[src/logic/lafsm_map.vh]
// constants for the line activation state machine
`ifndef LAFSM_MAP_VH
`define LAFSM_MAP_VH

// ----------------------------------------
// transmitted line signal codes
// ----------------------------------------
`define LAFSM_TX_QUIET       3'h0
`define LAFSM_TX_WAKE        3'h1
`define LAFSM_TX_TRAIN       3'h2
`define LAFSM_TX_PREACT      3'h3
`define LAFSM_TX_ACTIVE      3'h4

// ----------------------------------------
// state codes (one-hot) as seen on o_state
// ----------------------------------------
`define LAFSM_ST_W           12
`define LAFSM_ST_DEACT       12'h001
`define LAFSM_ST_WAKE_RSP    12'h002
`define LAFSM_ST_WAKE_REQ    12'h004
`define LAFSM_ST_TRAIN       12'h008
`define LAFSM_ST_SYNCED      12'h010
`define LAFSM_ST_PREACT      12'h020
`define LAFSM_ST_ACTIVE      12'h040
`define LAFSM_ST_PEND_DEACT  12'h080
`define LAFSM_ST_LOOP_WAKE   12'h100
`define LAFSM_ST_LOOP_SYNC   12'h200
`define LAFSM_ST_LOOP_PREACT 12'h400
`define LAFSM_ST_LOOP_ACTIVE 12'h800

// ----------------------------------------
// timer durations in microseconds and clock rate
// ----------------------------------------
`define LAFSM_CLK_MHZ        40
`define LAFSM_WAKE_ACK_US    1000
`define LAFSM_PRE_ACTIVE_US  1000
`define LAFSM_LOOP_WAKE_US   1000
`define LAFSM_CYC(us)        ((us) * `LAFSM_CLK_MHZ)
// the same durations in clock cycles, sized to the timer width
`define LAFSM_WAKE_ACK_CYC   24'h009C40
`define LAFSM_PRE_ACTIVE_CYC 24'h009C40
`define LAFSM_LOOP_WAKE_CYC  24'h009C40
`define LAFSM_TMR_W          24

// ----------------------------------------
// activation time limits in microseconds
// ----------------------------------------
`define LAFSM_ACT_FAST_US    210000
`define LAFSM_ACT_FAST_REG_US 420000
`define LAFSM_ACT_COLD_US    1500000
`define LAFSM_ACT_COLD_REG_US 3000000

`endif

[src/logic/lafsm_line_activation.v]
// activation and deactivation state machine of the exchange-side line termination
`timescale 1ns/1ps
// Notes on behaviour
// - deactivated sends quiet; activate request wakes
// - remote wakeup: start timer, indicate, answer
// - wake timer expiry trains; new wakeup defers
// - wake request sends wakeup, remote wakeup trains
// - training synced with remote sync: indicate
// - remote user sync starts pre-active timer
// - pre-active sends pre-active until expiry
// - active sends active, indicates fully active
// - deactivate request goes pending, sends quiet
// - remote quiet in pending: indicate, deactivate
// - framing loss or quiet in synced, pre-active or active: fault indication
// - loopback one request: from deactivated or pending loop wake, timer; from wake request, training or synced loop syncing
// - loop wake expiry: train, loop syncing
// - loop synced: start pre-active timer
// - loop pre-active expiry: indicate, loop active
// - loop active sends active, loopback operated
// - other loopback requests leave states alone
// - fast activation within 210 or 420 ms
// - cold activation within 1,5 or 3 s
`include "lafsm_map.vh"

module lafsm_line_activation #(
  parameter [`LAFSM_TMR_W-1:0] WAKE_ACK_CYC   = `LAFSM_WAKE_ACK_CYC,
  parameter [`LAFSM_TMR_W-1:0] PRE_ACTIVE_CYC = `LAFSM_PRE_ACTIVE_CYC,
  parameter [`LAFSM_TMR_W-1:0] LOOP_WAKE_CYC  = `LAFSM_LOOP_WAKE_CYC
) (
  input  wire                   i_clk_sys,
  input  wire                   i_reset,
  input  wire                   i_activate_request,
  input  wire                   i_deactivate_request,
  input  wire                   i_loopback_one_request,
  input  wire                   i_rx_quiet,
  input  wire                   i_rx_remote_wakeup,
  input  wire                   i_rx_remote_sync,
  input  wire                   i_rx_remote_user_sync,
  input  wire                   i_rx_synced,
  input  wire                   i_rx_framing_lost,
  input  wire                   i_loop_synced,
  output reg  [2:0]             o_tx_signal,
  output reg                    o_loopback_one,
  output reg                    o_remote_wakeup_indication,
  output reg                    o_line_synced_indication,
  output reg                    o_fully_active_indication,
  output reg                    o_deactivated_indication,
  output reg                    o_line_fault_indication,
  output reg  [`LAFSM_ST_W-1:0] o_state
);

  // ----------------------------------------
  // state encoding
  // ----------------------------------------
  localparam [`LAFSM_ST_W-1:0] S_DEACT       = `LAFSM_ST_DEACT;
  localparam [`LAFSM_ST_W-1:0] S_WAKE_RSP    = `LAFSM_ST_WAKE_RSP;
  localparam [`LAFSM_ST_W-1:0] S_WAKE_REQ    = `LAFSM_ST_WAKE_REQ;
  localparam [`LAFSM_ST_W-1:0] S_TRAIN       = `LAFSM_ST_TRAIN;
  localparam [`LAFSM_ST_W-1:0] S_SYNCED      = `LAFSM_ST_SYNCED;
  localparam [`LAFSM_ST_W-1:0] S_PREACT      = `LAFSM_ST_PREACT;
  localparam [`LAFSM_ST_W-1:0] S_ACTIVE      = `LAFSM_ST_ACTIVE;
  localparam [`LAFSM_ST_W-1:0] S_PEND_DEACT  = `LAFSM_ST_PEND_DEACT;
  localparam [`LAFSM_ST_W-1:0] S_LOOP_WAKE   = `LAFSM_ST_LOOP_WAKE;
  localparam [`LAFSM_ST_W-1:0] S_LOOP_SYNC   = `LAFSM_ST_LOOP_SYNC;
  localparam [`LAFSM_ST_W-1:0] S_LOOP_PREACT = `LAFSM_ST_LOOP_PREACT;
  localparam [`LAFSM_ST_W-1:0] S_LOOP_ACTIVE = `LAFSM_ST_LOOP_ACTIVE;
  localparam [`LAFSM_TMR_W-1:0] TMR_ONE      = 24'h000001;

  // ----------------------------------------
  // transmit signal per state
  // ----------------------------------------
  function [2:0] tx_of;
    input [`LAFSM_ST_W-1:0] st;
    begin
      case (st)
        S_WAKE_RSP, S_WAKE_REQ, S_LOOP_WAKE: tx_of = `LAFSM_TX_WAKE;
        S_TRAIN, S_SYNCED, S_LOOP_SYNC:      tx_of = `LAFSM_TX_TRAIN;
        S_PREACT, S_LOOP_PREACT:             tx_of = `LAFSM_TX_PREACT;
        S_ACTIVE, S_LOOP_ACTIVE:             tx_of = `LAFSM_TX_ACTIVE;
        default:                             tx_of = `LAFSM_TX_QUIET;
      endcase
    end
  endfunction

  // ----------------------------------------
  // state and timer registers
  // ----------------------------------------
  reg [`LAFSM_ST_W-1:0] state;
  reg [`LAFSM_ST_W-1:0] next_state;
  reg [`LAFSM_TMR_W-1:0] timer;
  reg [`LAFSM_TMR_W-1:0] next_timer;
  reg                    next_wake_ind;
  reg                    next_sync_ind;
  reg                    next_full_ind;
  reg                    next_deact_ind;
  reg                    next_fault_ind;

  // one shared down-counter: only one of the three timers is ever running
  wire timer_expired = (timer == TMR_ONE);

  always @* begin
    next_state     = state;
    next_timer     = (timer != {`LAFSM_TMR_W{1'b0}}) ? timer - TMR_ONE : timer;
    next_wake_ind  = 1'b0;
    next_sync_ind  = 1'b0;
    next_full_ind  = 1'b0;
    next_deact_ind = 1'b0;
    next_fault_ind = 1'b0;
    // loopback 2 and 1A travel over the control channels, no input here
    if (i_deactivate_request && state != S_DEACT && state != S_PEND_DEACT) begin
      next_state = S_PEND_DEACT;
      next_timer = {`LAFSM_TMR_W{1'b0}};
    end else begin
      case (state)
        S_DEACT: begin
          if (i_loopback_one_request) begin
            next_state = S_LOOP_WAKE;
            next_timer = LOOP_WAKE_CYC;
          end else if (i_rx_remote_wakeup) begin
            next_state    = S_WAKE_RSP;
            next_timer    = WAKE_ACK_CYC;
            next_wake_ind = 1'b1;
          end else if (i_activate_request) begin
            next_state = S_WAKE_REQ;
          end
        end
        S_WAKE_RSP: begin
          if (i_rx_remote_wakeup) begin
            next_timer = WAKE_ACK_CYC;
          end else if (timer_expired) begin
            next_state = S_TRAIN;
          end
        end
        S_WAKE_REQ: begin
          if (i_loopback_one_request) begin
            next_state = S_LOOP_SYNC;
          end else if (i_rx_remote_wakeup) begin
            next_state = S_TRAIN;
          end
        end
        S_TRAIN: begin
          if (i_loopback_one_request) begin
            next_state = S_LOOP_SYNC;
          end else if (i_rx_remote_user_sync) begin
            next_state = S_PREACT;
            next_timer = PRE_ACTIVE_CYC;
          end else if (i_rx_synced && i_rx_remote_sync) begin
            next_state    = S_SYNCED;
            next_sync_ind = 1'b1;
          end
        end
        S_SYNCED: begin
          if (i_loopback_one_request) begin
            next_state = S_LOOP_SYNC;
          end else if (i_rx_remote_user_sync) begin
            next_state = S_PREACT;
            next_timer = PRE_ACTIVE_CYC;
          end
          next_fault_ind = i_rx_quiet | i_rx_framing_lost;
        end
        S_PREACT: begin
          // expiry here means the remote never reached active: fault, retrain
          if (timer_expired) begin
            next_state     = S_TRAIN;
            next_fault_ind = 1'b1;
          end else begin
            next_fault_ind = i_rx_quiet | i_rx_framing_lost;
          end
        end
        S_ACTIVE: begin
          next_full_ind  = 1'b1;
          next_fault_ind = i_rx_quiet | i_rx_framing_lost;
        end
        S_PEND_DEACT: begin
          if (i_loopback_one_request) begin
            next_state = S_LOOP_WAKE;
            next_timer = LOOP_WAKE_CYC;
          end else if (i_rx_quiet) begin
            next_state     = S_DEACT;
            next_deact_ind = 1'b1;
          end
        end
        S_LOOP_WAKE: begin
          if (timer_expired) begin
            next_state = S_LOOP_SYNC;
          end
        end
        S_LOOP_SYNC: begin
          if (i_loop_synced) begin
            next_state = S_LOOP_PREACT;
            next_timer = PRE_ACTIVE_CYC;
          end
        end
        S_LOOP_PREACT: begin
          if (timer_expired) begin
            next_state    = S_LOOP_ACTIVE;
            next_full_ind = 1'b1;
          end
        end
        S_LOOP_ACTIVE: begin
          next_full_ind = 1'b1;
        end
        default: begin
          next_state = S_DEACT;
          next_timer = {`LAFSM_TMR_W{1'b0}};
        end
      endcase
    end
  end

  // ----------------------------------------
  // registers; every output is a flip-flop
  // ----------------------------------------
  // activation times depend on the far end and the line; timer defaults
  // are kept far below them so the local share stays small
  always @(posedge i_clk_sys or posedge i_reset) begin
    if (i_reset) begin
      state                      <= S_DEACT;
      timer                      <= {`LAFSM_TMR_W{1'b0}};
      o_state                    <= S_DEACT;
      o_tx_signal                <= `LAFSM_TX_QUIET;
      o_loopback_one             <= 1'b0;
      o_remote_wakeup_indication <= 1'b0;
      o_line_synced_indication   <= 1'b0;
      o_fully_active_indication  <= 1'b0;
      o_deactivated_indication   <= 1'b0;
      o_line_fault_indication    <= 1'b0;
    end else begin
      state                      <= next_state;
      timer                      <= next_timer;
      o_state                    <= next_state;
      o_tx_signal                <= tx_of(next_state);
      o_loopback_one             <= (next_state == S_LOOP_SYNC) ||
                                    (next_state == S_LOOP_PREACT) ||
                                    (next_state == S_LOOP_ACTIVE);
      o_remote_wakeup_indication <= next_wake_ind;
      o_line_synced_indication   <= next_sync_ind;
      o_fully_active_indication  <= next_full_ind;
      o_deactivated_indication   <= next_deact_ind;
      o_line_fault_indication    <= next_fault_ind;
    end
  end

endmodule // lafsm_line_activation

[config.mk]
export PLATFORM = sky130hd
export DESIGN_NAME = lafsm_line_activation
export DESIGN_NICKNAME = d
export VERILOG_FILES = /design/src/logic/lafsm_line_activation.v
export VERILOG_INCLUDE_DIRS = /design/src /design/src/logic
export SDC_FILE = /design/constraint.sdc
export NUM_CORES = 1
export LEC_CHECK = 0
export BUFFER_PORTS_ARGS = -buffer_cell sky130_fd_sc_hd__buf_2
export CELL_PAD_IN_SITES_DETAIL_PLACEMENT = 1
export CELL_PAD_IN_SITES_GLOBAL_PLACEMENT = 2
export CORE_MARGIN = 3
export CORE_UTILIZATION = 30
export DETAILED_ROUTE_END_ITERATION = 7
export GPL_TIMING_DRIVEN = 1
export MAX_ROUTING_LAYER = met4
export PLACE_DENSITY = 0.69
export SLEW_MARGIN = 20
export SYNTH_ARGS = -nofsm -noshare
export SYNTH_HDL_FRONTEND = slang
export SYNTH_SLANG_ARGS = --single-unit
[constraint.sdc]
create_clock -name i_clk_sys -period 3.3 [get_ports i_clk_sys]
set_clock_uncertainty 0.2 [all_clocks]
set_input_delay 0.99 -clock i_clk_sys [delete_from_list [all_inputs] [get_ports i_clk_sys]]
set_output_delay 0.99 -clock i_clk_sys [all_outputs]
set_load 0.02 [all_outputs]
### After elaboration in Yosys (flattened, before gate mapping)

Cells that the tools add are included.

* mux-type cells: 48
* reduce and logical (&&, ||, !) cells: 14
* bitwise gates (word level): 1
* add/subtract/negate cells: 1
* equal/unequal tests: 25

Operator list (count)
* $mux 12: 18
* $mux 24: 8
* $pmux 24 s6: 1
* $pmux 12 s11: 1
* $eq 12x10->1 const B: 2
* $eq 12x11->1 const B: 2
* $eq 12x12->1 const B: 2
* $eq 12x2->1 const B: 2
* $eq 12x3->1 const B: 2
* $eq 12x4->1 const B: 2
* $eq 12x5->1 const B: 2
* $eq 12x6->1 const B: 2
* $eq 12x7->1 const B: 2
* $eq 12x9->1 const B: 2
* $eq 24x1->1 const B: 1
* $reduce_bool 24->1: 1
* $sub 24x1->24 const B: 1
* $mux 1: 17
* $eq 12x1->1 const B: 1
* $eq 12x8->1 const B: 1
* $ne 12x1->1 const B: 1
* $ne 12x8->1 const B: 1
* $pmux 3 s4: 1
* $reduce_or 2->1: 5
* other kinds (6): 11

* bits in registers: 45
* input port bits: 12

### Longest topological paths before layout

Gate-level depths: netlist (run 1).

* depth in word-level cells: 9
* mapped depth: 10
* gate-level depth less buffers: 8

### Least setup slack after synthesis (run 1)

OpenSTA, ideal clock, no wires.

* path kind: reg-to-reg
* start: register state[0]
* end: register o_tx_signal[1]
* required time: 2961 ps
* clock period less this slack: 2773 ps
* data arrival time: 2435 ps
* path buffers: 1
* stages on the path, launching flop included: 9
* setup slack: 527 ps
* cells stage by stage: dfstp_2 clkbuf_1 xor2_1 o2111ai_1 a21oi_1 o31ai_1 a21oi_1 nor2_1 or4b_1

* elaborated cells on any way between the ends: 51
* those cells by class: 24 x eq/ne; 20 x mux; 7 x reduce/logical

RTL lines
* start, declared: RTL line lafsm_line_activation.v:88 `` reg [`LAFSM_ST_W-1:0] state; ``
* start signal, assigned: RTL line lafsm_line_activation.v:229 `state <= next_state;`
* $eq 12x7->1 (tied with other cells): RTL line lafsm_line_activation.v:114 `case (state)`
* $reduce_or 2->1 (no line) / $logic_and 1x1->1 (equally long branches)
* $pmux 12 s11 / $logic_and 1x1->1 (equally long branches): RTL line lafsm_line_activation.v:114, lafsm_line_activation.v:110
* $mux 12 *: RTL line lafsm_line_activation.v:110 `if (i_deactivate_request && state != S_DEACT && state != S_PEND_DEACT) begin`
* net next_state[9]: RTL line lafsm_line_activation.v:89 `` reg [`LAFSM_ST_W-1:0] next_state; ``
* $eq 12x10->1 (tied with other cells): RTL line lafsm_line_activation.v:75 `case (st)`
* $reduce_or 3->1 / $reduce_or 2->1 (equally long branches): RTL line lafsm_line_activation.v:75
* $pmux 3 s4 *: RTL line lafsm_line_activation.v:75
* end signal, assigned: RTL line lafsm_line_activation.v:221 `` o_tx_signal <= `LAFSM_TX_QUIET; ``
* end signal, assigned: RTL line lafsm_line_activation.v:232 `o_tx_signal <= tx_of(next_state);`
* end, declared: RTL line lafsm_line_activation.v:42 `output reg [2:0] o_tx_signal,`

Mark *: on every way through the listed nets, which the timed path passes. The rest lies on a longest branch.

### Worst setup path in the final report (run 1)

* start: register state[4]
* end: register timer[8]

* longest elaborated chain between the ends: 4
* elaborated cells on any way between the ends: 20
* those cells by class: 14 x eq/ne; 2 x mux; 4 x reduce/logical

RTL lines
* $eq 12x11->1 (tied with other cells): RTL line lafsm_line_activation.v:114
* $reduce_or 6->1 (no line) (tied with other cells)
* $pmux 24 s6 / $logic_and 1x1->1 (equally long branches): RTL line lafsm_line_activation.v:114, lafsm_line_activation.v:110
* $mux 24 *: RTL line lafsm_line_activation.v:110
* net next_timer[8]: RTL line lafsm_line_activation.v:91 `` reg [`LAFSM_TMR_W-1:0] next_timer; ``
* end signal, assigned: RTL line lafsm_line_activation.v:219 `` timer <= {`LAFSM_TMR_W{1'b0}}; ``
* end signal, assigned: RTL line lafsm_line_activation.v:230 `timer <= next_timer;`
* end, declared: RTL line lafsm_line_activation.v:90 `` reg [`LAFSM_TMR_W-1:0] timer; ``

Marks and branches as above.

==> results.md, run 1 <==
- The final routed wire length divided by cell count is 17.7 microns.
- The final instance area is 3360 sq um.
- Once layout is complete, the utilization of the core stands at 0.374.
- The critical-path maximum fanout is 19.
- Sorting the synthesized cells by how often they occur yields sky130_fd_sc_hd__dfrtp_1 (44), sky130_fd_sc_hd__nor2_1 (41), sky130_fd_sc_hd__xnor2_1 (18), sky130_fd_sc_hd__nor3_1 (16).
- The number of nets still failing antenna checks after routing is 0.
- The clock reaches the later pin of the worst-skew pair after 0.30 ns.
- In the global route stage, overall resource usage came out at 0.169.
- After clock tree synthesis, the clock-pin slew on the worst setup and hold paths is 0.09 ns.
- The sequential fraction of the synthesis area is 0.394.
- VDD sags by at most 0.000339 V.
- Across the run, the number of max-cap violations was 0.
- Entering global routing, the biggest net connects 21 pins.
- The total power density per cell area is 950 nW/um^2.
- The kind of cell adding the most delay to the critical path is simple AND/OR/NAND/NOR gates.
- Yosys mapped a number of flops with a built-in enable equal to 0.
- The startpoint type of the worst setup path is a flop.
- No sink is reached through more buffers than the 2 on the longest clock path.
- The root cell of the clock tree is sky130_fd_sc_hd__clkbuf_8.
- Measured along the x axis, the die boundary spans 104 microns.
- The post-synthesis instance area is 2860 sq um.
- For this block, the initial DRC count from the detailed router was 136.
- In the synthesized netlist, the number of instances is 317.
- The via count of the routed design is 2527.
- In the finished design, the share of the clock period the worst path needs comes to 0.913.
- The number of antenna violations at the first check in global routing is 0.
- The diode insertion count for antenna repair is 0.
- The library cell with the largest summed area after synthesis is sky130_fd_sc_hd__dfrtp_1.
- Adding up every negative setup slack in the final design gives 0 ns.
- sky130_fd_sc_hd__dfrtp_1 is the most common cell in the netlist.
- Setup slack on the critical path of the routed design comes to 0.287 ns.
- The worst setup slack after placement is 0.186 ns.
- The number of nets at the end of the flow is 373.
- The average instance in the mapped netlist occupies 9.02 sq um.
- The count of cells resized by post-cts repair is 0.
- The number of buffers created by CTS is 5.
- The data arrival time of the worst path is 3.04 ns.
- The final layout contains routed wiring with a total length of 8580 microns.
- The number of global-route vias before repair came to 2611.
- The initial cell density of the core is 0.319.
- The area share of the largest cell type after synthesis is 0.385.
- The total core area is 8980 sq um.
- Summed over all cells, the static leakage comes to 1.48 nW.
- The clock tree from TritonCTS is built.
- The count of boundary I/O pins is 33.
- After global routing the overflow that remains totals 0.
- The number of setup violations in the final report is 0.
- The run finished with clean final reports.
- The worst path buffer plus inverter count is 0.
- Summing all placed instances gives a cell area of 3250 sq um.
- Cell internal power was estimated by the tool at 1.69 mW.
- The synthesis-to-layout area growth is 17.4%.
- The portion of total power attributed to the clock network is 0.137.
- Hold repair after CTS inserted 0 buffers.
- The die is 104 microns tall.
- The share of power burned in combinational logic is 0.607.
- Buffers placed on the I/O ports in this run total 32.
- In this run the number of H-tree levels came out at 2.
- The routed design could run at a clock period as short as 3.01 ns.
- The number of optimization iterations in the first detailed-route pass is 4.
- The congestion estimate from routability-driven global placement came to 0.834.
- The via density per instance is 5.21.
- The timing-limited maximum frequency is 332 MHz.
- After synthesis, the share of flip-flops with an asynchronous set or reset is 1.00.
- On the worst path, the slowest cell contributes a delay of 0.56 ns.
- The number of hold violations in the final report is 0.
- The worst hold path belongs to the class flop to flop.
- In the final layout, the share of cells above drive strength 1 is 0.226.
- Traced cell by cell, the critical path runs through or4_1, or3_1, or2_1, o21ai_1, a2111oi_0, a21o_1, a21oi_1.
- The sequential fraction of design power is 0.256.
- The cell with the biggest individual delay on the critical path is sky130_fd_sc_hd__dfrtp_1.
- During synthesis, Yosys emitted a total of 0 warnings.
- Measured against its own limit, the worst slew margin works out to 0.435.
- The number of sinks driven by the clock tree is 45.
- The final-report max-slew violation count is 0.
- The wire length of the first global-routing pass is 14400 microns.
- The transition time at the pin with the least slew margin is 0.843 ns.
- The net count of the mapped netlist is 332.
- The remaining design rule violation count is 0.
- The area of the die is 10700 sq um.
- The buffers inserted during post-CTS setup optimization is 0.
- The type of the setup path with the least slack is flop to flop.
- Synthesis inferred 45 register bits.
- The worst endpoint required time is 3.32 ns.
- Counting distinct cell types in the post-synthesis netlist gives 55.
- STA classifies the critical path endpoint as a flop.
- The row count is 34.
- The leading register cell type out of synthesis is sky130_fd_sc_hd__dfrtp_1.
- In the post-synthesis netlist, the biggest area contributors are sky130_fd_sc_hd__dfrtp_1 (39%), sky130_fd_sc_hd__xnor2_1 (5.5%), sky130_fd_sc_hd__nor2_1 (5.4%), sky130_fd_sc_hd__xor2_1 (3.7%), sky130_fd_sc_hd__nor4_4 (3.0%).
- The total net switching power is 1.50 mW.
- The HPWL after detailed placement is 6370 microns.
- The switching share of total power is 0.471.
- Setup repair after global routing left no endpoint under its margin.
-- layer usage --
metal	vias to the layer above	GRT usage	share of wire
met1	1237	0.252	0.53
met4	0	0.0285	0.0071
li1	1226	-	-
met5	-	-	0
met2	56	0.244	0.42
met3	8	0.0280	0.041
-- worst register-to-register path: cells and delay by family (launching register included) --
family          cells  cell delay (ns)
compound gates      4             0.94
flops               1             0.56
simple gates        3             1.25
-- registers in the layout, indices dropped and copies added, names as in the netlist --
name                        cells
state                          12
o_line_synced_indication        1
timer                          24
o_deactivated_indication        1
o_loopback_one                  1
o_line_fault_indication         1
o_tx_signal                     3
o_remote_wakeup_indication      1
o_fully_active_indication       1
-- through the flow --
stage               total power [mW]  cells  hold slack (ns)
floorplan                       2.27    317            0.310
global placement                2.75    477            0.336
detailed placement              2.78    477            0.342
CTS                             3.23    485            0.364
global route                    3.47    485            0.399
finish                          3.19    485            0.358
-- cell families (layout without fill, tap and decap cells) --
family | Yosys count | after routing | synth area share
buffers and inverters | 29 | 71 | 0.0473
AOI/OAI and AO/OA | 62 | 62 | 0.137
and+or+nand+nor | 148 | 148 | 0.316
adders and majority gates | 3 | 3 | 0.0131
xor gates and xnor gates | 30 | 30 | 0.0919
DFF | 45 | 45 | 0.394
-- layout by cell type, fill, tap and decap left out, types with 15 or more instances in the layout --
master,netlist,final
sky130_fd_sc_hd__buf_4,2,22
sky130_fd_sc_hd__nor2_1,41,41
sky130_fd_sc_hd__nand2_1,15,15
sky130_fd_sc_hd__dfrtp_1,44,44
sky130_fd_sc_hd__buf_2,3,32
sky130_fd_sc_hd__xnor2_1,18,18
sky130_fd_sc_hd__nor3_1,16,16
sky130_fd_sc_hd__o21ai_0,15,15
sky130_fd_sc_hd__a21oi_1,15,15
-- layout make-up --
type | instances | area [sq um]
inverters | 9 | 33.8
repair buffers | 54 | 325
fillers | 1084 | 5620
clock inverters | 2 | 38.8
clock buffers | 6 | 72.6
flip-flops and latches | 45 | 1130
well taps | 126 | 158
multi-input cells | 243 | 1600
-- power by group through the flow --
stage / clock (mW) / combinational, mW / sequential (mW)
floorplan: 0 / 1.46 / 0.806
global placement: 0 / 1.93 / 0.823
detailed placement: 0 / 1.95 / 0.827
CTS: 0.450 / 1.96 / 0.817
global route: 0.474 / 2.16 / 0.841
finish: 0.437 / 1.93 / 0.817
-- worst paths after layout --
| check | endpoint | from | slack (ns) | depth (start not counted) |
|---|---|---|---|---|
| hold reg to reg | timer[22]$_DFF_PP0_ | timer[22]$_DFF_PP0_ | 0.36 | 2 |
| hold / removal | timer[22]$_DFF_PP0_ | timer[22]$_DFF_PP0_ | 0.36 | 2 |
| min in group asynchronous | timer[14]$_DFF_PP0_ | i_reset | 0.43 | 2 |
| setup / recovery | timer[8]$_DFF_PP0_ | state[4]$_DFF_PP0_ | 0.29 | 7 |
| setup reg to reg | timer[8]$_DFF_PP0_ | state[4]$_DFF_PP0_ | 0.29 | 7 |
| max in group asynchronous | state[5]$_DFF_PP0_ | i_reset | 1.87 | 3 |
Power figures use the tool's default switching activity.
==> run 2: changes to the inputs <==
--- a/config.mk
+++ b/config.mk
@@ -6,6 +6,7 @@
 export SDC_FILE = /design/constraint.sdc
 export NUM_CORES = 1
 export LEC_CHECK = 0
+export ABC_AREA = 1
 export BUFFER_PORTS_ARGS = -buffer_cell sky130_fd_sc_hd__buf_2
 export CELL_PAD_IN_SITES_DETAIL_PLACEMENT = 1
 export CELL_PAD_IN_SITES_GLOBAL_PLACEMENT = 2
@@ -14,7 +15,7 @@
 export DETAILED_ROUTE_END_ITERATION = 7
 export GPL_TIMING_DRIVEN = 1
 export MAX_ROUTING_LAYER = met4
-export PLACE_DENSITY = 0.69
+export PLACE_DENSITY = 0.74
 export SLEW_MARGIN = 20
 export SYNTH_ARGS = -nofsm -noshare
 export SYNTH_HDL_FRONTEND = slang
==> results.md, run 2 <==
- Once the clock tree was built, the setup fixing pass inserted 0 buffers.
- Yosys printed 0 warnings.
- Internal power comes to 1.38 mW.
- Derived from the worst setup path, the maximum achievable clock frequency is 401 MHz.
- Data on the critical path is required at its endpoint by 3.26 ns.
- Across the run, the number of max-cap violations was 0.
- For this run, the post-layout net count is 490.
- The remaining max-slew budget at the tightest pin is 0.404.
- Across all layers, the routed design uses 2980 vias.
- IR analysis of the VDD net gives a maximum drop of 0.000320 V.
- The root cell of the clock tree is sky130_fd_sc_hd__clkbuf_8.
- In the finished design, the share of the clock period the worst path needs comes to 0.755.
- The synthesis-to-layout area growth is 13.5%.
- The core region is 9820 sq um.
- The number of antenna violations at the first check in global routing is 0.
- The cell that appears most often on the critical path is sky130_fd_sc_hd__nor2_1.
- The worst setup path is captured at a flop.
- After clock tree synthesis, the repair step resized 0 gates.
- Synthesis instantiated 41 different standard cells from the library.
- The total net switching power is 1.59 mW.
- The number of global-route vias before repair came to 3176.
- Of the total synthesized cell area, the portion taken by XOR and XNOR cells is 0.0288.
- Summing all multi-input logic gate instances after layout gives 1660 sq um.
- The number of hold violations in the final report is 0.
- The final sum of negative setup slack is 0 ns.
- The detail route stage leaves a number of antenna-violating nets equal to 0.
- For this configuration, the core starts out at a cell density of 0.310.
- The post-synthesis share of cell area spent on and, or, nand and nor gates is 0.430.
- The library cell with the largest summed area after synthesis is sky130_fd_sc_hd__dfrtp_1.
- The sum of overflow across all layers after global routing is 0.
- The transition time at the pin with the least slew margin is 0.893 ns.
- The count of flip-flops with a built-in enable after synthesis is 0.
- The library cells used most frequently in the layout, excluding fill and tap cells, are sky130_fd_sc_hd__nand2_1 (110), sky130_fd_sc_hd__nor2_1 (69), sky130_fd_sc_hd__inv_1 (51), sky130_fd_sc_hd__dfrtp_1 (44), sky130_fd_sc_hd__nand3_1 (37).
- The class of the most critical hold timing path is flop to flop.
- Before CTS, the worst setup slack after placement is 0.613 ns.
- For this run, the slowest stage of the critical path takes 0.43 ns.
- Ranked by instance count, the synthesized netlist is headed by sky130_fd_sc_hd__nand2_1 (110), sky130_fd_sc_hd__nor2_1 (69), sky130_fd_sc_hd__inv_1 (52), sky130_fd_sc_hd__dfrtp_1 (44), sky130_fd_sc_hd__nand3_1 (37).
- The y dimension of the die is 107 microns.
- From left edge to right edge, the die measures 107 microns.
- The congestion estimate from routability-driven global placement came to 0.890.
- The aggregate global-route resource usage is 0.194.
- The first global-routing pass estimated 17100 microns of wire.
- The number of buffers created by CTS is 5.
- The largest registers in the layout are timer: 24 flops, state: 12 flops, o_tx_signal: 3 flops.
- Summing every instance area after synthesis gives 3040 sq um.
- The data arrival time of the worst path is 2.45 ns.
- The share of final-layout standard cells stronger than drive strength 1 is 0.168.
- timer holds more flip-flops than any other register.
- The quantity of hold-fixing buffers added after cts is 0.
- By area the synthesized netlist is led by sky130_fd_sc_hd__dfrtp_1 (36%), sky130_fd_sc_hd__nand2_1 (14%), sky130_fd_sc_hd__nor2_1 (8.5%), sky130_fd_sc_hd__inv_1 (6.4%), sky130_fd_sc_hd__nand3_1 (6.1%).
- The die covers 11400 sq um.
- The sequential fraction of the synthesis area is 0.371.
- The number of flip-flops under the largest register name is 24.
- The switching share of total power is 0.536.
- The post-CTS clock slew at the launch and capture registers of the worst setup and hold paths is 0.09 ns.
- In this run, synthesis produced a sequential element count of 45.
- The remaining design rule violation count is 0.
- Row generation in the floorplan step produced 36 rows.
- The critical-path maximum fanout is 5.
- Power spread over the standard cell area amounts to 861 nW/um^2.
- The sequential fraction of design power is 0.256.
- Of the total power, combinational logic draws 0.618.
- The level count of the clock H-tree is 2.
- The clock tree from TritonCTS is built.
- Averaged over all synthesized cells, the footprint is 6.94 sq um.
- The final-report max-slew violation count was 0.
- The proportion of synthesized area in mux cells is 0.
- Summed over all cells, the static leakage comes to 1.92 nW.
- Counting along the longest clock path gives a buffer depth of 2.
- Registers take 1130 sq um.
- The count of port buffers added during placement is 32.
- By area, the combinational part of the netlist is dominated by simple AND/OR/NAND/NOR gates.
- STA classifies the critical path startpoint as a flop.
- The post-layout utilization of the core is 0.351.
- The final routed wire length divided by cell count is 16.6 microns.
- The most frequent cell after synthesis is sky130_fd_sc_hd__nand2_1.
- The count of filler cells inserted in the layout is 1309.
- Among all flip-flop cells after synthesis, the most frequent one is sky130_fd_sc_hd__dfrtp_1.
- The number of sinks driven by the clock tree is 45.
- The number of design-rule violations left by the first detailed-router iteration is 119.
- The cell count after synthesis is 438.
- Entering global routing, the biggest net connects 40 pins.
- The signal on the critical path passes through nor2_1, nand2_1, nor2_1, nand3_1, nor2_1, nor3_1, a311oi_1.
- The synthesized-area fraction occupied by ao, oa, aoi and oai cells is 0.0762.
- The async set-or-reset flop fraction in the synthesized netlist is 1.00.
- The area share of fa/ha/maj cells after synthesis is 0.0124.
- The latest clock arrival within the worst-skew pair is 0.30 ns.
- For this block, the routed nets add up to 10100 microns of wire.
- Of the total power, the clock network draws 0.127.
- The area share of the largest cell type after synthesis is 0.362.
- Subtracting the final worst setup slack from the clock period gives 2.49 ns.
- The flow ran to the end, and the final reports show no timing, DRC or antenna violations.
- For this run, the detailed router's first-pass iteration total came to 4.
- Setup violations remaining at the end of the flow were counted as 0.
- The commonest non-fill, non-tap cell in the layout is sky130_fd_sc_hd__nand2_1.
- Once detailed placement completed, the half-perimeter wirelength came to 8030 microns.
- In the post-route analysis, the smallest setup slack over all paths is 0.807 ns.
- Among all stages on the critical path, the largest delay is contributed by sky130_fd_sc_hd__dfrtp_1.
- The via density per instance is 4.89.
- The critical path is of the flop to flop type.
- The count of boundary I/O pins is 33.
- The net count of the mapped netlist is 453.
- The diode insertion count for antenna repair is 0.
- Setup repair after global routing left no endpoint under its margin.
==> run 2: worst paths after layout <==
| kind | startpoint | endpoint | slack (ns) | depth (start not counted) |
|---|---|---|---|---|
| worst min-delay path | timer[0]$_DFF_PP0_ | timer[0]$_DFF_PP0_ | 0.37 | 3 |
| min in group asynchronous | i_reset | o_fully_active_indication$_DFF_PP0_ | 0.67 | 2 |
| worst max-delay path | timer[6]$_DFF_PP0_ | o_line_fault_indication$_DFF_PP0_ | 0.81 | 7 |
| max in group asynchronous | i_reset | state[9]$_DFF_PP0_ | 1.57 | 3 |
| worst min register to register | timer[0]$_DFF_PP0_ | timer[0]$_DFF_PP0_ | 0.37 | 3 |
| worst max register to register | timer[6]$_DFF_PP0_ | o_line_fault_indication$_DFF_PP0_ | 0.81 | 7 |
==> run 2: logic make-up after synthesis <==
family | after synthesis
adders and majority gates | 3
AOI/OAI and AO/OA | 39
and+or+nand+nor | 278
buffers and inverters | 63
xor gates and xnor gates | 10
DFF | 45
==> run 2: layout make-up <==
cell class                 count  area share
sequential                    45       0.327
clock buffer                   6      0.0239
multi-input combinational    330       0.482
tap                          133      0.0482
inverter                      60      0.0660
clock inverter                 2     0.00399
timing repair buffer          33      0.0486
==> run 2: stage by stage <==
| stage | cells | instance area, sq um | total power, mW | hold WS [ns] |
|---|---|---|---|---|
| finish | 609 | 3450 | 2.97 | 0.373 |
| global route | 609 | 3450 | 3.26 | 0.424 |
| CTS | 609 | 3450 | 3.00 | 0.376 |
| detailed placement | 601 | 3350 | 2.61 | 0.360 |
| global placement | 601 | 3350 | 2.59 | 0.341 |
| floorplan | 438 | 3040 | 2.13 | 0.322 |
==> run 2: worst max-delay path, delay by kind of cell, from the launching register on <==
kind / cells / cell delay (ns)
simple gates: 6 / 1.33
flops: 1 / 0.43
compound gates: 1 / 0.38
==> run 2: power groups by stage <==
stage          combinational [mW]  sequential [mW]  clock, mW
3_5_place_dp                 1.84            0.770          0
2_1_floorplan                1.36            0.777          0
3_3_place_gp                 1.82            0.765          0
5_1_grt                      2.07            0.777      0.414
4_1_cts                      1.85            0.761      0.393
6_report                     1.83            0.759      0.376
==> run 2: metal layers <==
layer  global-route usage  routed length, microns  vias to the layer above
li1                     -                       -                     1487
met1                0.265                    5070                     1450
met2                0.320                    4790                       38
met3               0.0199                     205                        5
met4               0.0301                      61                        0
met5                    -                       0                        -
==> run 3: changes to the inputs <==
--- a/config.mk
+++ b/config.mk
@@ -6,7 +6,7 @@
 export SDC_FILE = /design/constraint.sdc
 export NUM_CORES = 1
 export LEC_CHECK = 0
-export ABC_AREA = 1
+export ABC_AREA = 0
 export BUFFER_PORTS_ARGS = -buffer_cell sky130_fd_sc_hd__buf_2
 export CELL_PAD_IN_SITES_DETAIL_PLACEMENT = 1
 export CELL_PAD_IN_SITES_GLOBAL_PLACEMENT = 2
@@ -15,7 +15,7 @@
 export DETAILED_ROUTE_END_ITERATION = 7
 export GPL_TIMING_DRIVEN = 1
 export MAX_ROUTING_LAYER = met4
-export PLACE_DENSITY = 0.74
+export PLACE_DENSITY = 0.72
 export SLEW_MARGIN = 20
 export SYNTH_ARGS = -nofsm -noshare
 export SYNTH_HDL_FRONTEND = slang
==> constraint.sdc (replaced) <==
create_clock -name i_clk_sys -period 2.24 [get_ports i_clk_sys]
set_clock_uncertainty 0.2 [all_clocks]
set_input_delay 0.672 -clock i_clk_sys [delete_from_list [all_inputs] [get_ports i_clk_sys]]
set_output_delay 0.672 -clock i_clk_sys [all_outputs]
set_load 0.02 [all_outputs]
==> results.md, run 3 (synthesis results as in run 1) <==
- The total power of the final layout is 8.86 mW.
- The number of nets still failing antenna checks after routing is 0.
- In this run the tool buffered the top-level ports with 32 buffer cells.
- The largest registers in the layout are timer: 24 flops, state: 12 flops, o_tx_signal: 3 flops.
- Of the available clock period, the critical path in the final layout requires 1.36.
- The first global-routing pass estimated 19500 microns of wire.
- Summed over all layers, the global routing overflow is 0.
- The flow ran to the end, but the final reports show violations.
- The post-CTS clock slew at the launch and capture registers of the worst setup and hold paths is 0.10 ns.
- In the post-route analysis, the smallest setup slack over all paths is -0.807 ns.
- The maximum number of pins on one net before global-route repair is 46.
- The class of the most critical hold timing path is input pin to async pin.
- The worst setup path is captured at a flop.
- The share of total power dissipated in sequential elements is 0.130.
- In this run the worst path has a maximum fanout of 6.
- The sum of net half-perimeters after detailed placement is 7630 microns.
- STA puts the critical path data required time at 2.29 ns.
- In the routed layout, each cell is associated on average with a via count of 5.49.
- The most flop-heavy register is timer.
- For this configuration, the core starts out at a cell density of 0.319.
- Pin placement for this block handled 33 I/O pins.
- The clock period minus worst slack is 3.05 ns.
- Of the total power, the share spent switching nets is 0.463.
- The type of the setup path with the least slack is flop to flop.
- The region available for standard cell placement spans 8980 sq um.
- The root cell of the clock tree is sky130_fd_sc_hd__clkbuf_8.
- Across the VDD grid, the largest voltage drop is 0.00116 V.
- The H-tree generated during clock tree synthesis spans 2 levels.
- The number of setup violations in the final report is 44.
- The total net switching power is 4.11 mW.
- The clock tree from TritonCTS is built.
- The number of nets at the end of the flow is 512.
- In the layout the commonest cells are sky130_fd_sc_hd__buf_4 (123), sky130_fd_sc_hd__dfrtp_1 (35), sky130_fd_sc_hd__buf_2 (32), sky130_fd_sc_hd__buf_6 (29), sky130_fd_sc_hd__nor2_1 (18).
- The share of final-layout standard cells stronger than drive strength 1 is 0.663.
- The row count is 34.
- The number of sinks driven by the clock tree is 45.
- Summing over every cut layer, the via total after detailed routing is 3427.
- The weighted congestion reported at the end of routability-driven placement is 0.860.
- The internal power is 4.76 mW.
- The met3 wire length is 552 microns.
- The transition time at the pin with the least slew margin is 0.613 ns.
- STA classifies the critical path startpoint as a flop.
- The data arrival time of the worst path is 3.09 ns.
- The count of filler cells inserted in the layout is 959.
- The number of maximum-capacitance constraint violations is 0.
- The number of antenna diodes in the final layout is 0.
- The final-report max-slew violation count is 0.
- Of the total power, combinational logic draws 0.809.
- The checks that failed: setup timing.
- The detailed-route wire length is 14500 microns.
- The commonest non-fill, non-tap cell in the layout is sky130_fd_sc_hd__buf_4.
- For this design the static power due to leakage is 2.39 nW.
- After detailed routing, the average wire length per cell comes to 23.2 microns.
- Power spread over the standard cell area amounts to 1630 nW/um^2.
- Setup repair after global routing could not meet its margin everywhere.
- In the routed design, unresolved DRC markers number 0.
- The number of hold violations in the final report is 0.
- The portion of total power attributed to the clock network is 0.061.
- The area of the die is 10700 sq um.
- The number of antenna violations at the first check in global routing is 0.
- The aggregate global-route resource usage is 0.234.
- The quantity of hold-fixing buffers added after cts is 0.
- The worst setup slack after placement is -0.562 ns.
- In this run, CTS created clock tree buffers numbering 5.
- The number of flip-flops under the largest register name is 24.
- The number of global-route vias before repair came to 3520.
- The timing-limited maximum frequency is 328 MHz.
- The routed wire length on met2 is 7410 microns.
- The pre-antenna-repair detailed-routing pass consisted of 4 iterations.
- No sink is reached through more buffers than the 2 on the longest clock path.
- The detailed router finished its first iteration with 175 violations.
- The die is 104 microns wide.
- Measured against its own limit, the worst slew margin works out to 0.588.
- The synthesis-to-layout area growth is 90.2%.
- The latest clock arrival within the worst-skew pair is 0.32 ns.
- The y dimension of the die is 104 microns.
- For this block, wires on met1 add up to 5970 microns.
- Signal routing reaches up to met4.
[run 3: cell count changes in the layout (fill, tap and decap cells not counted), sizes merged, moves of 7 or more]
cell / delta
buf: +160
nand2: -103
inv: -50
nor2: -42
nand3: -34
xnor2: +13
nor4: +9
nand2b: +7
xor2: +7
[run 3: power groups by stage]
| stage | clock, mW | combinational [mW] | sequential, mW |
|---|---|---|---|
| floorplan | 0 | 2.31 | 1.20 |
| global placement | 0 | 3.82 | 1.13 |
| detailed placement | 0 | 3.95 | 1.14 |
| CTS | 0.531 | 5.30 | 1.13 |
| global route | 0.588 | 7.53 | 1.16 |
| finish | 0.544 | 7.17 | 1.15 |
[run 3: cell type report]
class                           count  area [sq um]  area share
Multi-Input combinational cell    243          2410       0.444
Timing Repair Buffer              193          1610       0.297
Sequential cell                    45          1140       0.209
Tap cell                          126           158      0.0290
Clock buffer                        7          76.3      0.0140
Inverter                            9          33.8     0.00621
Clock inverter                      1          7.51     0.00138
[run 3: worst max-delay path, stage by stage (launching register included)]
cell	delay (ns)
sky130_fd_sc_hd__dfrtp_2	0.48
sky130_fd_sc_hd__buf_4	0.17
sky130_fd_sc_hd__o21ai_0	0.24
sky130_fd_sc_hd__o21ai_0	0.16
sky130_fd_sc_hd__nor4b_2	0.59
sky130_fd_sc_hd__nor3_1	0.26
sky130_fd_sc_hd__nor4_2	0.46
sky130_fd_sc_hd__nor2_1	0.10
sky130_fd_sc_hd__buf_4	0.15
sky130_fd_sc_hd__buf_6	0.10
sky130_fd_sc_hd__o21ai_2	0.05
[run 3: per-stage QoR]
stage                     area (sq um)  setup TNS, ns  std cells  utilization  hold WS [ns]
after floorplan                   3000          -9.78        317            -         0.311
after global placement            4060         -12.35        566        0.452         0.349
after detailed placement          4060         -13.90        566        0.452         0.350
after CTS                         4850         -11.52        609        0.541         0.203
after global routing              5440         -24.92        624        0.606         0.186
final                             5440         -21.01        624        0.606         0.163
[run 3: path summary, 6_finish.rpt]
check / start / endpoint / slack [ns] / depth (start not counted)
min in group i_clk_sys: timer[18]$_DFF_PP0_ / timer[18]$_DFF_PP0_ / 0.41 / 2
max: state[11]$_DFF_PP0_ / o_loopback_one$_DFF_PP0_ / -0.81 / 10
max in group asynchronous: i_reset / state[11]$_DFF_PP0_ / 1.41 / 3
min reg2reg: timer[18]$_DFF_PP0_ / timer[18]$_DFF_PP0_ / 0.41 / 2
max reg2reg: state[11]$_DFF_PP0_ / o_loopback_one$_DFF_PP0_ / -0.81 / 10
min: i_reset / timer[10]$_DFF_PP0_ / 0.16 / 3
[run 3: layer usage]
| metal | vias to the layer above | global-route usage |
|---|---|---|
| met5 | - | - |
| met4 | 0 | 0.0570 |
| met3 | 46 | 0.0305 |
| met2 | 103 | 0.416 |
| met1 | 1778 | 0.282 |
| li1 | 1500 | - |
[run 3: what timing repair did]
action                                  4_1_cts  5_1_grt
pin swaps                                    38       42
setup buffers                                35       25
endpoints found under the setup margin       42       45
endpoints found under the hold margin         0        0
gates cloned                                  4        0
gates resized for setup                     100       92
